$ cat src/core/ilp_pkg.sv
/*
  Constants for the input loop receiver and feedback configuration block.
  Assumes a register file reached by the serial control port's byte access.
*/
// Overview of operation
// - Zero delay type bit counts only while the feedback source bit is 0.
// - Type 1: zero delay receiver off, channel 0 feedback; 0: receiver on.
// - Feedback source 1 uses the vcxo input; 0 enables zero delay operation.
// - Bit 2 sets zero delay receiver differential; 0 means single-ended.
// - Bit 3 picks the single-ended zero delay pin, only when bit 2 is 0.
// - Bit 1 picks reference b single-ended pin while its differential is off.
// - Bit 0 picks reference a single-ended pin while its differential is off.
// - Misc bit 7 at 1 divides reference b by its own divider setting.
// - Misc bit 7 at 0 gives reference b the reference a divider setting.
// - On clock failure bit 6 forces midsupply tune voltage, else tristate pump.
// - Reference selection mode is bits 4 to 2, reset value 000.
// - Mode bit 4 at 0 decodes nonrevertive, revert a, force a, force b.
// - Mode bit 4 at 1 follows the select pin: low a, high b.
package ilp_pkg;
  localparam int          ADDR_W          = 10;
  localparam int          DATA_W          = 8;
  localparam int          RDIV_W          = 16;
  localparam logic [9:0]  ADDR_RX_FB      = 10'h01B;
  localparam logic [9:0]  ADDR_MISC       = 10'h01C;
  localparam logic [7:0]  RX_FB_RESET     = 8'h00;
  localparam logic [7:0]  MISC_RESET      = 8'h00;
  localparam logic [7:0]  RX_FB_MASK      = 8'h3F;
  localparam logic [7:0]  MISC_MASK       = 8'hDC;
  localparam logic [7:0]  RDATA_UNMAPPED  = 8'h00;
  // Field positions in the receiver and feedback control register.
  localparam int          RX_ZD_TYPE      = 5;
  localparam int          RX_FB_VCXO      = 4;
  localparam int          RX_ZD_PIN       = 3;
  localparam int          RX_ZD_DIFF      = 2;
  localparam int          RX_REFERENCE_B_PIN     = 1;
  localparam int          RX_REFERENCE_A_PIN     = 0;
  // Field positions in the miscellaneous control register.
  localparam int          MISC_REFERENCE_B_INDEP = 7;
  localparam int          MISC_MIDSUPPLY  = 6;
  localparam int          MISC_MODE_HI    = 4;
  localparam int          MISC_MODE_LO    = 2;
  localparam logic [2:0]  MODE_RESET      = 3'h0;

  typedef enum logic [2:0] {
    ILP_SEL_NONREVERT = 3'b000,
    ILP_SEL_REVERT_A  = 3'b001,
    ILP_SEL_FORCE_A   = 3'b010,
    ILP_SEL_FORCE_B   = 3'b011,
    ILP_SEL_PIN       = 3'b100
  } ilp_sel_t;
endpackage

$ cat src/core/ilp_sel_if.sv
/*
  Carrier between the configuration block and its selection decoder.
  Assumes both ends share one clock domain; the decoder is combinational.
*/
`timescale 1ns/1ps
interface ilp_sel_if;
  logic [2:0]        mode;     // Reference selection mode field.
  logic              sel_pin;  // Reference select pin level.
  ilp_pkg::ilp_sel_t sel;      // Decoded selection behaviour.
  logic              want_b;   // Reference b demanded by nonrevertive, force b or pin.
  logic              forced;   // Manual selection, no automatic switching.
  modport cfg (output mode, output sel_pin, input sel, input want_b,
               input forced);
  modport dec (input mode, input sel_pin, output sel, output want_b,
               output forced);
endinterface

$ cat src/core/ilp_input_path_config.sv
/*
  Input loop receiver and feedback-path control registers with decoded
  controls for the analog receivers, divider and reference selection.
  Assumes the serial control port gives one-cycle byte write strobes and
  samples read data one cycle after presenting the address.
*/
`timescale 1ns/1ps
module ilp_input_path_config (
  input  wire logic                         mclk,           // 40 MHz clock.
  input  wire logic                         arst_n,         // Async reset.
  input  wire logic                         reg_wr,         // Write strobe.
  input  wire logic [ilp_pkg::ADDR_W-1:0]   reg_addr,       // Register address.
  input  wire logic [ilp_pkg::DATA_W-1:0]   reg_wdata,      // Write data.
  output logic      [ilp_pkg::DATA_W-1:0]   reg_rdata,      // Read data.
  input  wire logic                         reference_a_diff_en,   // Ref a diff mode.
  input  wire logic                         reference_b_diff_en,   // Ref b diff mode.
  input  wire logic [ilp_pkg::RDIV_W-1:0]   reference_a_rdiv_cfg,  // Ref a divider.
  input  wire logic [ilp_pkg::RDIV_W-1:0]   reference_b_rdiv_cfg,  // Ref b divider.
  input  wire logic                         clock_fail,     // Clocks lost.
  input  wire logic                         ref_sel_pin,    // Select pin.
  output logic                              fb_from_vcxo,   // Local feedback.
  output logic                              fb_internal_zd, // Channel 0 path.
  output logic                              zd_rx_enable,   // ZD receiver on.
  output logic                              zd_rx_diff,     // ZD differential.
  output logic                              zd_pin_sel,     // ZD pin choice.
  output logic                              reference_a_pin_sel,   // Ref a pin choice.
  output logic                              reference_b_pin_sel,   // Ref b pin choice.
  output logic      [ilp_pkg::RDIV_W-1:0]   reference_b_rdiv_eff,  // Ref b divider.
  output logic                              tune_midsupply, // Force Vcc/2.
  output logic                              cp_tristate,    // Pump high-Z.
  output ilp_pkg::ilp_sel_t                 ref_sel_mode,   // Selection mode.
  output logic                              ref_want_b      // Ref b demanded.
);
  import ilp_pkg::*;

  logic [7:0]  rx_reg;
  logic [7:0]  rx_next;
  logic [7:0]  misc_reg;
  logic [7:0]  misc_next;
  logic [7:0]  rdata_reg;
  logic [7:0]  rdata_next;
  ilp_sel_if   sel_bus ();

  // Register writes; reserved bits are dropped so they always read zero.
  always_comb begin
    rx_next   = rx_reg;
    misc_next = misc_reg;
    if (reg_wr && reg_addr == ADDR_RX_FB) begin
      rx_next = reg_wdata & RX_FB_MASK;
    end
    if (reg_wr && reg_addr == ADDR_MISC) begin
      misc_next = reg_wdata & MISC_MASK;
    end
    rdata_next = RDATA_UNMAPPED;
    if (reg_addr == ADDR_RX_FB) begin
      rdata_next = rx_reg;
    end else if (reg_addr == ADDR_MISC) begin
      rdata_next = misc_reg;
    end
  end

  always_ff @(posedge mclk or negedge arst_n) begin
    if (!arst_n) begin
      rx_reg    <= RX_FB_RESET;
      misc_reg  <= MISC_RESET;
      rdata_reg <= RDATA_UNMAPPED;
    end else begin
      rx_reg    <= rx_next;
      misc_reg  <= misc_next;
      rdata_reg <= rdata_next;
    end
  end

  assign reg_rdata = rdata_reg;

  // The selection field goes to the decoder together with the pin.
  assign sel_bus.mode    = misc_reg[MISC_MODE_HI:MISC_MODE_LO];
  assign sel_bus.sel_pin = ref_sel_pin;

  ilp_sel_decode u_sel (
    .s (sel_bus.dec)
  );

  // Decoded controls, registered so the analog side sees clean levels.
  logic              fbv_next;
  logic              fbi_next;
  logic              zde_next;
  logic              zdd_next;
  logic              zdp_next;
  logic              rap_next;
  logic              rbp_next;
  logic [RDIV_W-1:0] rdiv_next;
  logic              mid_next;
  logic              cpt_next;
  ilp_sel_t          mode_next;
  logic              wantb_next;

  // A pin choice is held at zero while its receiver is differential, since
  // the choice has no meaning then and a stable level eases checking.
  always_comb begin
    fbv_next   = rx_reg[RX_FB_VCXO];
    fbi_next   = !rx_reg[RX_FB_VCXO] && rx_reg[RX_ZD_TYPE];
    zde_next   = !rx_reg[RX_FB_VCXO] && !rx_reg[RX_ZD_TYPE];
    zdd_next   = rx_reg[RX_ZD_DIFF];
    zdp_next   = !rx_reg[RX_ZD_DIFF] && rx_reg[RX_ZD_PIN];
    rap_next   = !reference_a_diff_en && rx_reg[RX_REFERENCE_A_PIN];
    rbp_next   = !reference_b_diff_en && rx_reg[RX_REFERENCE_B_PIN];
    rdiv_next  = misc_reg[MISC_REFERENCE_B_INDEP] ? reference_b_rdiv_cfg
                                           : reference_a_rdiv_cfg;
    mid_next   = clock_fail && misc_reg[MISC_MIDSUPPLY];
    cpt_next   = clock_fail && !misc_reg[MISC_MIDSUPPLY];
    mode_next  = sel_bus.sel;
    wantb_next = sel_bus.want_b;
  end

  always_ff @(posedge mclk or negedge arst_n) begin
    if (!arst_n) begin
      fb_from_vcxo   <= 1'b0;
      fb_internal_zd <= 1'b0;
      zd_rx_enable   <= 1'b0;
      zd_rx_diff     <= 1'b0;
      zd_pin_sel     <= 1'b0;
      reference_a_pin_sel   <= 1'b0;
      reference_b_pin_sel   <= 1'b0;
      reference_b_rdiv_eff  <= '0;
      tune_midsupply <= 1'b0;
      cp_tristate    <= 1'b0;
      ref_sel_mode   <= ILP_SEL_NONREVERT;
      ref_want_b     <= 1'b0;
    end else begin
      fb_from_vcxo   <= fbv_next;
      fb_internal_zd <= fbi_next;
      zd_rx_enable   <= zde_next;
      zd_rx_diff     <= zdd_next;
      zd_pin_sel     <= zdp_next;
      reference_a_pin_sel   <= rap_next;
      reference_b_pin_sel   <= rbp_next;
      reference_b_rdiv_eff  <= rdiv_next;
      tune_midsupply <= mid_next;
      cp_tristate    <= cpt_next;
      ref_sel_mode   <= mode_next;
      ref_want_b     <= wantb_next;
    end
  end
endmodule

$ cat src/core/ilp_sel_decode.sv
/*
  Decoder of the reference selection mode field into a selection behaviour.
  Assumes the select pin is synchronous to the block clock.
*/
`timescale 1ns/1ps
module ilp_sel_decode (
  ilp_sel_if.dec s  // Mode in, decoded selection out.
);
  import ilp_pkg::*;

  // The pin only matters once the top mode bit hands control to it.
  always_comb begin
    s.sel    = ILP_SEL_NONREVERT;
    s.want_b = 1'b0;
    s.forced = 1'b0;
    if (s.mode[2]) begin
      s.sel    = ILP_SEL_PIN;
      s.want_b = s.sel_pin;
      s.forced = 1'b1;
    end else begin
      unique case (s.mode[1:0])
        2'b00: begin
          s.sel    = ILP_SEL_NONREVERT;
          s.want_b = 1'b1;
        end
        2'b01: begin
          s.sel    = ILP_SEL_REVERT_A;
          s.want_b = 1'b0;
        end
        2'b10: begin
          s.sel    = ILP_SEL_FORCE_A;
          s.forced = 1'b1;
        end
        2'b11: begin
          s.sel    = ILP_SEL_FORCE_B;
          s.want_b = 1'b1;
          s.forced = 1'b1;
        end
      endcase
    end
  end
endmodule

$ cat config.mk
export PLATFORM = sky130hd
export DESIGN_NAME = ilp_input_path_config
export DESIGN_NICKNAME = d
export VERILOG_FILES = /design/src/core/ilp_pkg.sv /design/src/core/ilp_sel_if.sv /design/src/core/ilp_input_path_config.sv /design/src/core/ilp_sel_decode.sv
export SDC_FILE = /design/constraint.sdc
export NUM_CORES = 1
export LEC_CHECK = 0
export ABC_AREA = 1
export BUFFER_PORTS_ARGS = -buffer_cell sky130_fd_sc_hd__buf_2
export CAP_MARGIN = 20
export CORE_ASPECT_RATIO = 1.25
export CORE_UTILIZATION = 40
export DETAILED_ROUTE_END_ITERATION = 10
export GPL_TIMING_DRIVEN = 0
export HOLD_SLACK_MARGIN = 0.05
export PLACE_DENSITY = 0.71
export RECOVER_POWER = 100
export REMOVE_ABC_BUFFERS = 1
export SLEW_MARGIN = 0
export SYNTH_ARGS = -nofsm -noshare
export SYNTH_HDL_FRONTEND = slang
export SYNTH_SLANG_ARGS = --single-unit
$ cat constraint.sdc
create_clock -name mclk -period 1 [get_ports mclk]
set_input_delay 0.05 -clock mclk [delete_from_list [all_inputs] [get_ports mclk]]
set_output_delay 0.05 -clock mclk [all_outputs]
set_load 0.01 [all_outputs]
==> impl_results.md <==
* Initial DRC Count at 52
* Die W at 63.1 um
* CTS tree: done
* Layout cells sized above 1 at 23.5%
* Ys flop type: dfrtp_1
* Flop pwr share at 54.7%
* Vias in the first global route at 1757
* Leak at 1.53 nW
* CTS clk-pin slew, worst paths at 0.08 ns
* Chip height at roughly 78 um
* Setup-failing EPs final at 1
* Critical path type: reg2reg
* Synth area leaders: dfrtp_1, nand2_1, nor2_1, nand3_1, inv_1
* RR Endpoint: ref_want_b
* Drt total wl at between 5000 and 6000 um
* Total Routing Usage GR at about 22%
* Number of flops mapped to enable cells by yosys at 0
* Final net count at 400
* CP startpoint kind: flip-flop
* Met2 GRT Util at 38.6%
* Number of flip-flops in the largest register at 16
* Die Outline Area at 0.00494 sq mm
* Top Family by Delay on Critical Path: flip-flops
* Switch share at 22.3%
* Vias/cell at 4.55
* Slew @ Worst Pin at 0.384 ns
* Critical Path End Type: flip-flop
* Combinational power share at 12.6%
* NetSw at 817 uW
* Violations in the final reports: setup timing
* Slowest cell on crit path: dfrtp_1
* CP peak stage delay at 0.39 ns
* Top cell type's share of synthesized area at 64.4%
* CTS Sinks at between 40 and 50
* Clk network pwr share at about 33%
* Fin cells at ~400
* Top-count cell post-synth: nand2_1
* Syn. warnings at 0
* M3 GR Usage at 6.83%
* Cells on worst reg2reg path at 3
* Run status: finished, violations left
* Worst path bufs/invs at 1
* Hold_sp: reg_wr
* Worst min path class: in2reg
* Grt peak-use layer: met2
* First-pass GRT wire length at 8220 um
* Final worst slack at -0.0419 ns
* Crit-path cells: inv_2, ha_4, mux2_4
* Num CTS Buffers at 5
* Data required, critical path at 1.18 ns
* Detail Route Antenna Nets at 0
* Tcrit/Tclk final at 104%
* Worst r2r src: misc_reg[3]
* Site row count at 27
* #FFs+latches synth at 48
* # Max-Cap Violations at 0
* Fillers at ~360
* Largest net degree at the start of global routing at 49
* Core ar. at 0.00443 sq mm
* CP Launch Point: misc_reg[3]
* P per Cell Area at between 1000 and 1500 mW/mm^2
* Area of the mapped netlist at 0.00187 sq mm
* # diodes at 0
* Cell accounting for the most synthesized area: dfrtp_1
* Area grow syn2layout at 58.2%
* Worst EP arrival at roughly 1.2 ns
* R2R setup slack at -0.04 ns
* Slew headroom at about three quarters
* CP Max Fanout at 2
* Starting density of the core at 42.2%
* Clock period minus worst slack at 1.04 ns
* Met1 Track Usage GR at 24.1%
* Drt first pass iters at 4
* Drt wl/cell at between 10 and 15 um
* Ys async rst share at 100%
* DRC at 0
* Top cells by count, synth: nand2_1, dfrtp_1, nor2_1
* Clk buf depth at 2
* Via count at between 1500 and 2000
* Setup TNS Final at -0.0419 ns
* Final hold slack at 0.143 ns
* Gr ovfl total at 0
* RSZ-0062 raised after global routing: true
* H-tree lvl count at 2
* Syn avg cell area at around 9.6 sq um
* Sequential fraction of the synthesis area at 64.4%
* Port Buffers at 93
* Root buffer cell: clkbuf_8
* Initial antenna violation count at 0
* Fmax at 960 MHz
* Hold Path Stages at 3
* Number of library cell types mapped by synthesis at 20
* Gate Count Post-Synth at 195
* Later-pin clock latency in the skew report at 0.29 ns
* Hold worst-path end: misc_reg[4]
* # IOs at 94
* VDD IR-drop max at ~510 uV
* GPL Wtd Cong at roughly 0.7
* Pins Over Slew Limit at 0
* Worst clock skew at roughly 0.0029 ns
* DP HPWL at around 2900 um
* Placed Cells at 342
* Pint at 2.85 mW
* Hold Fails Final Rpt at 0
[power by group through the flow]
stage / Sequential (mW) / Clock (mW) / Combinational (mW)
2_1_floorplan: 2.07 / 0 / 0.0694
3_3_place_gp: 2.04 / 0 / 0.305
3_5_place_dp: 2.04 / 0 / 0.311
4_1_cts: 2.00 / 1.23 / 0.450
5_1_grt: 2.01 / 1.30 / 0.507
6_report: 2.01 / 1.20 / 0.463
[per-stage QoR]
stage	power, mW	setup WS, ns	utilization, %	cell area [sq um]
after global placement	2.35	-0.651	53.8	2380
after CTS	3.68	-0.0436	66.6	2950
after global routing	3.82	-0.0704	66.7	2950
final	3.67	-0.0419	66.7	2950
after floorplan	2.14	-0.235	-	1840
after detailed placement	2.36	-0.696	53.8	2380
[logic make-up (layout without fill, tap and decap cells)]
kind of cell,after synthesis,in the layout,share of synthesized area [%]
buffers and inverters,21,167,4.56
muxes,1,1,0.604
DFF,48,48,64.4
and+or+nand+nor,122,122,28.8
adders and majority gates,2,2,1.34
AOI/OAI and AO/OA,1,1,0.268
[timing repair]
item,CTS,global route
buffers inserted,3,1
hold endpoints to repair,80,48
gates resized for setup,3,8
hold buffers,44,1
pin swaps,0,3
setup endpoints to repair,18,2
[metal layers]
metal,share of wire (%),up-vias
li1,-,877
met1,38,833
met2,50,89
met3,8.8,17
met4,3.0,0
met5,0,-
[layout by cell type (no fill, tap or decap)]
cell type | netlist | layout
dfrtp_2 | 0 | 1
nand3_2 | 1 | 1
inv_2 | 1 | 3
clkbuf_1 | 1 | 39
nand3_4 | 1 | 1
nand2_1 | 83 | 83
nand4_1 | 1 | 1
ha_4 | 0 | 2
mux2_4 | 0 | 1
nand2_4 | 1 | 1
clkbuf_8 | 0 | 7
buf_2 | 2 | 54
buf_4 | 1 | 2
inv_1 | 15 | 14
nor2_4 | 2 | 4
nand3_1 | 13 | 13
o21ai_0 | 1 | 1
buf_6 | 0 | 2
nor2_1 | 18 | 18
dlygate4sd3_1 | 0 | 45
clkbuf_4 | 0 | 1
dfrtp_1 | 48 | 47
[worst min-delay path: cells and delay by family]
family | cells | cell delay [ns]
buffers and inverters | 1 | 0.19
AND/OR/NAND/NOR | 2 | 0.16
[cell type report]
class | instances | area (sq um) | area share (%)
timing repair buffer | 143 | 912 | 30.9
sequential | 48 | 1200 | 40.7
multi-input combinational | 126 | 604 | 20.5
clock buffer | 7 | 96.3 | 3.26
inverter | 17 | 63.8 | 2.16
tap | 58 | 72.6 | 2.46
[worst max-delay path by stage]
stage | end | slack [ns] | cells past startpoint
4_1_cts | ref_want_b | -0.04 | 3
6_report | ref_want_b | -0.04 | 3
3_5_place_dp | reference_b_rdiv_eff[10] | -0.70 | 3
3_3_place_gp | reference_b_rdiv_eff[9] | -0.65 | 3
5_1_grt | ref_want_b | -0.07 | 3
2_1_floorplan | reference_b_rdiv_eff[0] | -0.23 | 3
(Power assumes the default switching activity.)
